==> config.mk <==
export PLATFORM = sky130hd
export DESIGN_NAME = tws_port
export DESIGN_NICKNAME = d
export VERILOG_FILES = /design/src/shared/tws_pkg.sv /design/src/verilog/tws_fifo.sv /design/src/verilog/tws_port.sv
export SDC_FILE = /design/constraint.sdc
export NUM_CORES = 1
export LEC_CHECK = 0
export BUFFER_PORTS_ARGS = -buffer_cell sky130_fd_sc_hd__buf_2
export CAP_MARGIN = 10
export CELL_PAD_IN_SITES_DETAIL_PLACEMENT = 1
export CELL_PAD_IN_SITES_GLOBAL_PLACEMENT = 1
export CORE_UTILIZATION = 45
export DETAILED_ROUTE_END_ITERATION = 8
export PLACE_DENSITY = 0.7
export SLEW_MARGIN = 20
export SYNTH_ARGS = -nofsm -noshare
export SYNTH_HDL_FRONTEND = slang
export SYNTH_SLANG_ARGS = --single-unit
==> constraint.sdc <==
create_clock -name core_clk -period 6.8 [get_ports core_clk]
set_clock_uncertainty 0.05 [all_clocks]
set_input_delay 1.36 -clock core_clk [delete_from_list [all_inputs] [get_ports core_clk]]
set_output_delay 1.36 -clock core_clk [all_outputs]
set_load 0.01 [all_outputs]
==> src/shared/tws_pkg.sv <==
// constants for the two-wire serial port: register map, control bit positions, states
// assumes an 8-bit special-function-register bus on the core clock
package tws_pkg;
   localparam logic [7:0] ADDR_SLAVE_ADDR = 8'h9b;
   localparam logic [7:0] ADDR_CONTROL = 8'he8;
   // data register has no printed address; chosen free slot
   localparam logic [7:0] ADDR_DATA = 8'h9a;
   localparam logic [7:0] ADDR_SPI_CONTROL = 8'hf8;
   localparam logic [7:0] RST_SLAVE_ADDR = 8'h55;
   localparam logic [7:0] RST_CONTROL = 8'h00;
   localparam logic [7:0] RST_SPI_CONTROL = 8'h00;
   localparam int BIT_MDATA_OUT = 7;
   localparam int BIT_MDATA_EN = 6;
   localparam int BIT_MCLK_OUT = 5;
   localparam int BIT_MDATA_IN = 4;
   localparam int BIT_ROLE = 3;
   localparam int BIT_IF_RESET = 2;
   localparam int BIT_DIR = 1;
   localparam int BIT_DONE = 0;
   localparam int BIT_PORT_SEL = 5;
   localparam int FIFO_WIDTH = 8;
   localparam int FIFO_DEPTH = 8;
   localparam logic [3:0] BITS_PER_BYTE = 4'h8;
   typedef enum logic [2:0] {
      ST_IDLE = 3'b000,
      ST_ADDR = 3'b001,
      ST_AACK = 3'b011,
      ST_RX = 3'b010,
      ST_RACK = 3'b110,
      ST_TX = 3'b111,
      ST_TACK = 3'b101
   } tws_state_e;
endpackage

==> src/verilog/tws_fifo.sv <==
// byte fifo with valid/ready on both sides
// assumes a single clock domain
`timescale 1ns/10ps
`default_nettype none
module tws_fifo #(
   parameter int WIDTH = 8,
   parameter int DEPTH = 8
) (
   input wire logic clk,
   input wire logic rst_n,
   input wire logic flush,
   input wire logic in_valid,
   output logic in_ready,
   input wire logic [WIDTH-1:0] in_data,
   output logic out_valid,
   input wire logic out_ready,
   output logic [WIDTH-1:0] out_data
);
   localparam int AW = $clog2(DEPTH);
   logic [WIDTH-1:0] mem [DEPTH];
   logic [AW:0] wr_q, rd_q;
   logic push, pop;
   assign in_ready = (wr_q - rd_q) != (AW+1)'(DEPTH);
   assign out_valid = wr_q != rd_q;
   assign out_data = mem[rd_q[AW-1:0]];
   assign push = in_valid && in_ready;
   assign pop = out_valid && out_ready;
   always_ff @(posedge clk) begin
      if (push) begin
         mem[wr_q[AW-1:0]] <= in_data;
      end
   end
   always_ff @(posedge clk or negedge rst_n) begin
      if (!rst_n) begin
         wr_q <= '0;
         rd_q <= '0;
      end else if (flush) begin
         wr_q <= '0;
         rd_q <= '0;
      end else begin
         if (push) begin
            wr_q <= wr_q + 1'b1;
         end
         if (pop) begin
            rd_q <= rd_q + 1'b1;
         end
      end
   end
endmodule
`default_nettype wire

==> src/verilog/tws_port.sv <==
// two-wire serial port: software master bit-bang or hardware slave, sharing pins with spi
// assumes an 8-bit sfr bus on core_clk; pins are open drain, resolved outside
`timescale 1ns/10ps
`default_nettype none
module tws_port (
   input wire logic core_clk,
   input wire logic rst_n,
   input wire logic [7:0] sfr_addr,
   input wire logic [7:0] sfr_wdata,
   input wire logic sfr_wr,
   input wire logic sfr_rd,
   input wire logic sfr_bit_wr,
   input wire logic [2:0] sfr_bit_sel,
   input wire logic sfr_bit_val,
   output logic [7:0] sfr_rdata,
   output logic irq,
   output logic tx_ready,
   input wire logic sda_in,
   output logic sda_out,
   output logic sda_oe,
   input wire logic scl_in,
   output logic scl_out,
   output logic scl_oe,
   output logic spi_selected
);
   typedef struct packed {
      logic [7:0] sadr;
      logic [7:0] ctl;
      logic [7:0] spi;
      logic [7:0] rx;
      logic [7:0] shift;
      logic [7:0] rdata;
      logic [3:0] cnt;
      tws_pkg::tws_state_e st;
      logic sda_m, scl_m, sda_s, scl_s, sda_p, scl_p;
      logic hold_low;
      logic irq;
   } tws_s;
   tws_s q, d;
   logic data_acc, start_det, stop_det, scl_rise, scl_fall, fifo_pop, fifo_valid;
   logic [7:0] fifo_data;
   logic slave_rst, role_m;

   function automatic logic hit(input logic [7:0] a, input logic [7:0] r);
      hit = (a == r);
   endfunction

   assign data_acc = (sfr_wr || sfr_rd) && hit(sfr_addr, tws_pkg::ADDR_DATA);
   assign role_m = q.ctl[tws_pkg::BIT_ROLE];
   assign slave_rst = role_m || q.ctl[tws_pkg::BIT_IF_RESET];
   assign scl_rise = q.scl_s && !q.scl_p;
   assign scl_fall = !q.scl_s && q.scl_p;
   assign start_det = q.scl_s && q.scl_p && q.sda_p && !q.sda_s;
   assign stop_det = q.scl_s && q.scl_p && !q.sda_p && q.sda_s;

   tws_fifo #(.WIDTH(tws_pkg::FIFO_WIDTH), .DEPTH(tws_pkg::FIFO_DEPTH)) u_txq (
      .clk(core_clk),
      .rst_n(rst_n),
      .flush(slave_rst),
      .in_valid(sfr_wr && hit(sfr_addr, tws_pkg::ADDR_DATA)),
      .in_ready(tx_ready),
      .in_data(sfr_wdata),
      .out_valid(fifo_valid),
      .out_ready(fifo_pop),
      .out_data(fifo_data)
   );

   always_comb begin
      d = q;
      fifo_pop = 1'b0;
      d.sda_m = sda_in;
      d.scl_m = scl_in;
      d.sda_s = q.sda_m;
      d.scl_s = q.scl_m;
      d.sda_p = q.sda_s;
      d.scl_p = q.scl_s;
      // register writes
      if (sfr_wr) begin
         if (hit(sfr_addr, tws_pkg::ADDR_SLAVE_ADDR)) begin
            d.sadr = sfr_wdata;
         end else if (hit(sfr_addr, tws_pkg::ADDR_CONTROL)) begin
            d.ctl = sfr_wdata;
         end else if (hit(sfr_addr, tws_pkg::ADDR_SPI_CONTROL)) begin
            d.spi = sfr_wdata;
         end
      end else if (sfr_bit_wr && hit(sfr_addr, tws_pkg::ADDR_CONTROL)) begin
         d.ctl[sfr_bit_sel] = sfr_bit_val;
      end
      if (data_acc) begin
         d.ctl[tws_pkg::BIT_DONE] = 1'b0;
         d.irq = 1'b0;
      end
      // read data
      if (hit(sfr_addr, tws_pkg::ADDR_SLAVE_ADDR)) begin
         d.rdata = q.sadr;
      end else if (hit(sfr_addr, tws_pkg::ADDR_CONTROL)) begin
         d.rdata = q.ctl;
      end else if (hit(sfr_addr, tws_pkg::ADDR_SPI_CONTROL)) begin
         d.rdata = q.spi;
      end else if (hit(sfr_addr, tws_pkg::ADDR_DATA)) begin
         d.rdata = q.rx;
      end else begin
         d.rdata = 8'h00;
      end
      if (role_m) begin
         // software master: sample data on clock rise while not driving
         if (!q.ctl[tws_pkg::BIT_MDATA_EN] && scl_rise) begin
            d.ctl[tws_pkg::BIT_MDATA_IN] = q.sda_s;
         end
      end
      if (slave_rst) begin
         d.st = tws_pkg::ST_IDLE;
         d.hold_low = 1'b0;
         d.cnt = 4'h0;
      end else if (start_det) begin
         d.st = tws_pkg::ST_ADDR;
         d.cnt = 4'h0;
         d.hold_low = 1'b0;
      end else if (stop_det) begin
         d.st = tws_pkg::ST_IDLE;
         d.hold_low = 1'b0;
      end else begin
         case (q.st)
            tws_pkg::ST_ADDR, tws_pkg::ST_RX: begin
               if (scl_rise) begin
                  d.shift = {q.shift[6:0], q.sda_s};
                  d.cnt = q.cnt + 4'h1;
               end
               if (scl_fall && q.cnt == tws_pkg::BITS_PER_BYTE) begin
                  d.cnt = 4'h0;
                  if (q.st == tws_pkg::ST_ADDR) begin
                     if (q.shift[7:1] == q.sadr[6:0]) begin
                        d.st = tws_pkg::ST_AACK;
                        d.hold_low = 1'b1;
                        d.ctl[tws_pkg::BIT_DIR] = q.shift[0];
                     end else begin
                        d.st = tws_pkg::ST_IDLE;
                     end
                  end else begin
                     d.rx = q.shift;
                     d.ctl[tws_pkg::BIT_DONE] = 1'b1;
                     d.irq = 1'b1;
                     d.st = tws_pkg::ST_RACK;
                     d.hold_low = 1'b1;
                  end
               end
            end
            tws_pkg::ST_AACK, tws_pkg::ST_RACK: begin
               if (scl_fall) begin
                  d.hold_low = 1'b0;
                  if (q.ctl[tws_pkg::BIT_DIR]) begin
                     d.st = tws_pkg::ST_TX;
                     d.shift = fifo_valid ? fifo_data : 8'hff;
                     fifo_pop = fifo_valid;
                     d.hold_low = fifo_valid ? !fifo_data[7] : 1'b0;
                  end else begin
                     d.st = tws_pkg::ST_RX;
                  end
               end
            end
            tws_pkg::ST_TX: begin
               if (scl_rise) begin
                  d.cnt = q.cnt + 4'h1;
               end
               if (scl_fall) begin
                  if (q.cnt == tws_pkg::BITS_PER_BYTE) begin
                     d.cnt = 4'h0;
                     d.hold_low = 1'b0;
                     d.st = tws_pkg::ST_TACK;
                     d.ctl[tws_pkg::BIT_DONE] = 1'b1;
                     d.irq = 1'b1;
                  end else begin
                     d.shift = {q.shift[6:0], 1'b1};
                     d.hold_low = !q.shift[6];
                  end
               end
            end
            tws_pkg::ST_TACK: begin
               if (scl_rise) begin
                  // master nack ends the read
                  d.st = q.sda_s ? tws_pkg::ST_IDLE : tws_pkg::ST_AACK;
               end
            end
            default: begin
               d.st = tws_pkg::ST_IDLE;
            end
         endcase
      end
      // byte completion only; set wins over a same-cycle clear from a data access
      if ((q.st == tws_pkg::ST_RX && d.st == tws_pkg::ST_RACK)
         || (q.st == tws_pkg::ST_TX && d.st == tws_pkg::ST_TACK)) begin
         d.ctl[tws_pkg::BIT_DONE] = 1'b1;
         d.irq = 1'b1;
      end
   end

   always_ff @(posedge core_clk or negedge rst_n) begin
      if (!rst_n) begin
         q <= '0;
         q.sadr <= tws_pkg::RST_SLAVE_ADDR;
         q.ctl <= tws_pkg::RST_CONTROL;
         q.spi <= tws_pkg::RST_SPI_CONTROL;
         q.st <= tws_pkg::ST_IDLE;
         q.sda_m <= 1'b1;
         q.scl_m <= 1'b1;
         q.sda_s <= 1'b1;
         q.scl_s <= 1'b1;
         q.sda_p <= 1'b1;
         q.scl_p <= 1'b1;
      end else begin
         q <= d;
      end
   end

   assign spi_selected = q.spi[tws_pkg::BIT_PORT_SEL];
   assign sfr_rdata = q.rdata;
   assign irq = q.irq && !spi_selected;
   // open drain: only a low is driven, enable high while pulling low
   always_comb begin
      sda_out = 1'b0;
      scl_out = 1'b0;
      sda_oe = 1'b0;
      scl_oe = 1'b0;
      if (!spi_selected) begin
         if (role_m) begin
            sda_oe = q.ctl[tws_pkg::BIT_MDATA_EN] && !q.ctl[tws_pkg::BIT_MDATA_OUT];
            scl_oe = !q.ctl[tws_pkg::BIT_MCLK_OUT];
         end else begin
            sda_oe = q.hold_low;
         end
      end
   end
endmodule
`default_nettype wire

# After elaboration in Yosys (flattened, before gate mapping)
# Memories as Yosys holds them, arrays and structs flattened.
# Index checks and enable logic that the tools add are counted.
[op_classes] n_addsub=4 n_lt_le_gt_ge=2 eq_ne=28 mux=87 bitwise=6 n_reduce_logical=47
[op_table] operator="8-bit 2-to-1 mux" count=15
[op_table] operator="1-bit 2-to-1 mux" count=39
[op_table] operator="7-bit 2-to-1 mux" count=5
[op_table] operator="8-bit equality test (second input constant)" count=4
[op_table] operator="4-bit 2-to-1 mux" count=6
[op_table] operator="8-bit one-hot mux with 3 select lines" count=1
[op_table] operator="1-bit logical AND" count=19
[op_table] operator="16-bit 2-to-1 mux" count=1
[op_table] operator="2-bit 2-to-1 mux" count=8
[op_table] operator="3-bit equality test (second input constant)" count=5
[op_table] operator="3-bit 2-to-1 mux" count=5
[op_table] operator="5-bit != test (second input constant)" count=3
[op_table] operator="4-bit by 1-bit adder with 4-bit output (second input constant)" count=3
[op_table] operator="2-bit != test (second input constant)" count=6
[op_table] operator="3-bit one-hot mux with 4 select lines" count=1
[op_table] operator="1-bit logical NOT" count=10
[op_table] operator="9-bit AND reduction" count=1
[op_table] operator="8-bit bitwise mux" count=1
[op_table] operator="4-bit one-hot mux with 2 select lines" count=1
[op_table] operator="7-bit equality test" count=1
[op_table] operator="3-bit by 2-bit equality test with 1-bit output (second input constant)" count=2
[op_table] operator="6-bit != test (second input constant)" count=1
[op_table] operator="1-bit inverter" count=6
[op_table] operator="6-bit AND reduction" count=1
[op_table] operator="other kinds (22)" count=29
[totals] register_bits=71 mem_bits_rw=64 in_bits=27 out_inout_bits=15 wordCells=194 mem_count=1
[memory_table] name="u_txq.mem" words=8 word_bits=8 read_ports=1 rd_ports_with_merged_regs=0 write_ports=1 line="tws_fifo.sv:20" text="logic [WIDTH-1:0] mem [DEPTH];"

# Longest topological paths before layout
[logic_depth] ltp_word=15 mapped_depth=10

# Hierarchy
# Synthesis repeated with hierarchy kept, for this count alone.
[hier_totals] hier_cells=530 area_unflattened_um2=6722.7
[by_module_without_submodules] mod="tws_port" instances=1 cells_each=352 area_per_inst_um2=3711.1 seq_area_each_um2=1589.0
[by_module_without_submodules] mod="tws_fifo" instances=1 cells_each=178 area_per_inst_um2=3011.6 seq_area_each_um2=2122.0

# Worst setup path after synthesis
# Ideal clock, no wire load.
[synth_timing] path_kind="register to output" from="register u_txq.rd_q[1]" to="output port tx_ready" arrival_ps=2411 required_ps=5390 setup_slack_ps=2979 path_stages_with_launch=10 path_buffers=2 path_cell_list="dfrtp_1 -> buf_2 -> buf_1 -> inv_1 -> ha_1 -> nor2b_1 -> nor4b_1 -> o21ai_0 -> a21oi_1 -> inv_1"
[synth_between] elab_chain_len=2
[synth_lines] item="start, declared" line="tws_fifo.sv:21" text="logic [AW:0] wr_q, rd_q;"
[synth_lines] item="start signal, assigned" line="tws_fifo.sv:45" text="rd_q <= rd_q + 1'b1;"
[synth_lines] item="4-bit subtractor" line="tws_fifo.sv:23" text="assign in_ready = (wr_q - rd_q) != (AW+1)'(DEPTH);"
[synth_lines] item="4-bit != test" line="tws_fifo.sv:23"
[synth_lines] item="end, declared" line="tws_port.sv:17" text="output logic tx_ready,"
# No other way between the ends.

# Worst setup path in the final report
[layout_timing] from="register u_txq.rd_q[2]" to="output port tx_ready"
# The elaborated chain is that of the path after synthesis.

==> qor.yml <==
crit_path_start_kind: "flop"
combPwrFrac_pct: 6.2
vias: 4311
seqPwrFrac_pct: 46.3
antenna_found_initial: 0
die_area_um2: 14880
worst_slew_pin_slew_ps: 1113
route.detailed.wl_per_inst_um: 22.75
cp-end-kind: "primary output"
placed_area_um2: 6813
grt_setup_unrepaired: "false"
firstDrtPassIters: 7
post_cts_buffers: 0
setup_viol: 0
grt_pass1_wl_um: 26290
top_layer: "met4"
drc_errors: 0
io_buffers: 39
place_hpwl_um: 10970
drv_slew: 0
fmax_mhz: 214.0
rows: 43
p_per_area_nw_per_um2: 261.9
clk_pin_slew_ps: 70
fp.dieH_um: 122.0
cts_tree: "yes"
critical_path_class: "reg2out"
dr_wl_met3_um: 518
fp.coreArea_um2: 13930
irDropWorstVdd_mv: 0.1914
drt_iter0_markers: 339
root_buffer: "clkbuf_16"
setup_ws_ps: 2127
synth.distinct_cells: 64
num_io_pins: 42
diodes: 0
arrival_ps: 3260
path_max_fanout: 10
numCtsBuffers: 17
final_cells: 732
design_area_um2: 7416
timing.hold.ws_ps: 314.3
initial_core_util_pct: 46.48
wl_met2_um: 8280
synthCells: 502
synthesis.area_um2: 6476
p_leak_nw: 3.021
cts_htree_levels: 4
grt_pass1_vias: 4520
switchingPower_mw: 0.5241
n_fill_cell: 1403
die_w_um: 122.0
postSynth.asyncResetShare_pct: 52.59
grt_max_degree: 72
switching_share_pct: 26.98
maxCapViolCount: 0
met1_length_um: 7680
grt.total_usage_pct: 24.44
dp.cells: 700
p_int_mw: 1.418
hold_viol_final: 0
clock_latency_ps: 430
clkPwrFrac_pct: 47.5
synth_enable_flop_cells: 64
nets: 573
ys_warn_count: 0
postCtsHoldBufs: 0
cts_sinks: 135
mostFrequentLayoutCells: "64 x edfxtp_1, 61 x dfrtp_1, 49 x nand2_1"
finalSetupTns_ps: 0
area_growth_pct: 14.51
gp_congestion: 0.8281
period_minus_slack_ps: 4673
routed_wl_um: 16650
vias_per_cell: 5.889
pre_cts_ws_ps: 2660
outcome: "finished, final reports clean"
drive_above_1_share_pct: 28.26
synth_flop_cell: "edfxtp_1"
critPathRequiredTime_ps: 5390
grt-ovfl-total: 0
mostFrequentLayoutCell: "edfxtp_1"
ys_ff_latch: 135
detail-route-antenna-nets: 0
hp-class: "reg2reg"
maxSlewHeadroom_pct: 25.60
syn_avg_cell_area_um2: 12.90
cts_resized: 0
ys_seq_area_share_pct: 57.30
post-route-period-util_pct: 68.71
clockBufferDepth: 2
==> power groups by stage <==
stage          combinational (mW)  sequential, mW  clock, mW
2_1_floorplan              0.0741           0.905          0
3_3_place_gp                0.113           0.913          0
3_5_place_dp                0.119           0.916          0
4_1_cts                     0.121           0.899      0.935
5_1_grt                     0.134           0.902      0.964
6_report                    0.120           0.900      0.923
==> sequential cells by signal, indices dropped and copies added (netlist names) <==
register and cells:
q 50, spi_selected 1, u_txq.mem 64, u_txq.wr_q 4, u_txq.rd_q 4, sfr_rdata 8
d 4
==> per-layer routing <==
layer  global-route usage, %  up-vias
li1                        -     1963
met1                   33.68     2243
met2                   39.12       86
met3                   4.916       19
met4                   7.022        0
met5                       0        -
==> kinds of logic (layout without fill, tap and decap cells) <==
kind of cell,Yosys count,count (layout),share of synthesized area (%)
and+or+nand+nor,161,161,13.50
buffers and inverters,41,90,3.246
adders and majority gates,7,7,1.352
other,1,2,0.05790
muxes,61,61,13.23
DFF,135,135,57.30
xor gates and xnor gates,18,18,2.434
AOI/OAI and AO/OA,78,78,8.868
==> worst max-delay path: stages (launching register included) <==
cell     delay (ps)
dfrtp_1         510
inv_2           170
ha_1            390
nor4b_1         580
o21ai_0         200
a21oi_1         690
inv_1           120
buf_2           170
==> stage by stage <==
stage | util [%] | total power [mW]
finish | 53.22 | 1.942
global route | 53.22 | 2.000
CTS | 53.22 | 1.955
detailed placement | 48.89 | 1.035
global placement | 48.89 | 1.027
floorplan | - | 0.9790
==> cells in the mapped netlist (4+ instances only) <==
cell type / number / area, um2
edfxtp_1: 64 / 1922
dfrtp_1: 61 / 1526
nand2_1: 49 / 183.9
mux2_2: 37 / 416.7
nor2_1: 25 / 93.84
a22oi_1: 16 / 120.1
mux4_2: 16 / 360.4
nand3_1: 16 / 80.08
a21oi_1: 11 / 55.05
buf_4: 11 / 82.58
clkbuf_1: 11 / 41.29
xor2_1: 11 / 96.34
dfstp_2: 10 / 262.8
inv_1: 10 / 37.54
mux2i_1: 8 / 80.08
nand2b_1: 8 / 50.05
nor4_1: 8 / 50.05
o211ai_1: 8 / 60.06
o21ai_0: 8 / 40.04
ha_1: 7 / 87.58
nand4_1: 7 / 43.79
nor4b_1: 7 / 61.31
xnor2_1: 7 / 61.31
a31oi_1: 6 / 37.54
and2_1: 6 / 37.54
buf_2: 6 / 30.03
nor2b_1: 5 / 31.28
and3_1: 4 / 25.02
o21a_1: 4 / 30.03
==> worst paths after layout <==
path	start	to	cells past startpoint	slack (ps)
min in group asynchronous	rst_n	u_txq.wr_q[0]	1	1020
setup reg to reg	u_txq.rd_q[2]	u_txq.mem[2][5]	7	3550
max in group asynchronous	rst_n	q[54]	1	5070
hold reg to reg	d[5]	d[3]	0	310
hold / removal	d[5]	d[3]	0	310
setup / recovery	u_txq.rd_q[2]	tx_ready	7	2130
==> cell type report <==
class / instances / area [um2] / share of cell area [%]
inverters: 11 / 41.29 / 0.5568
well taps: 180 / 225.2 / 3.037
clock inverters: 15 / 177.7 / 2.396
flip-flops and latches: 135 / 3711 / 50.04
multi-input cells: 327 / 2577 / 34.76
clock buffers: 17 / 425.4 / 5.736
repair buffers: 47 / 257.7 / 3.476
(Power assumes the default switching activity.)
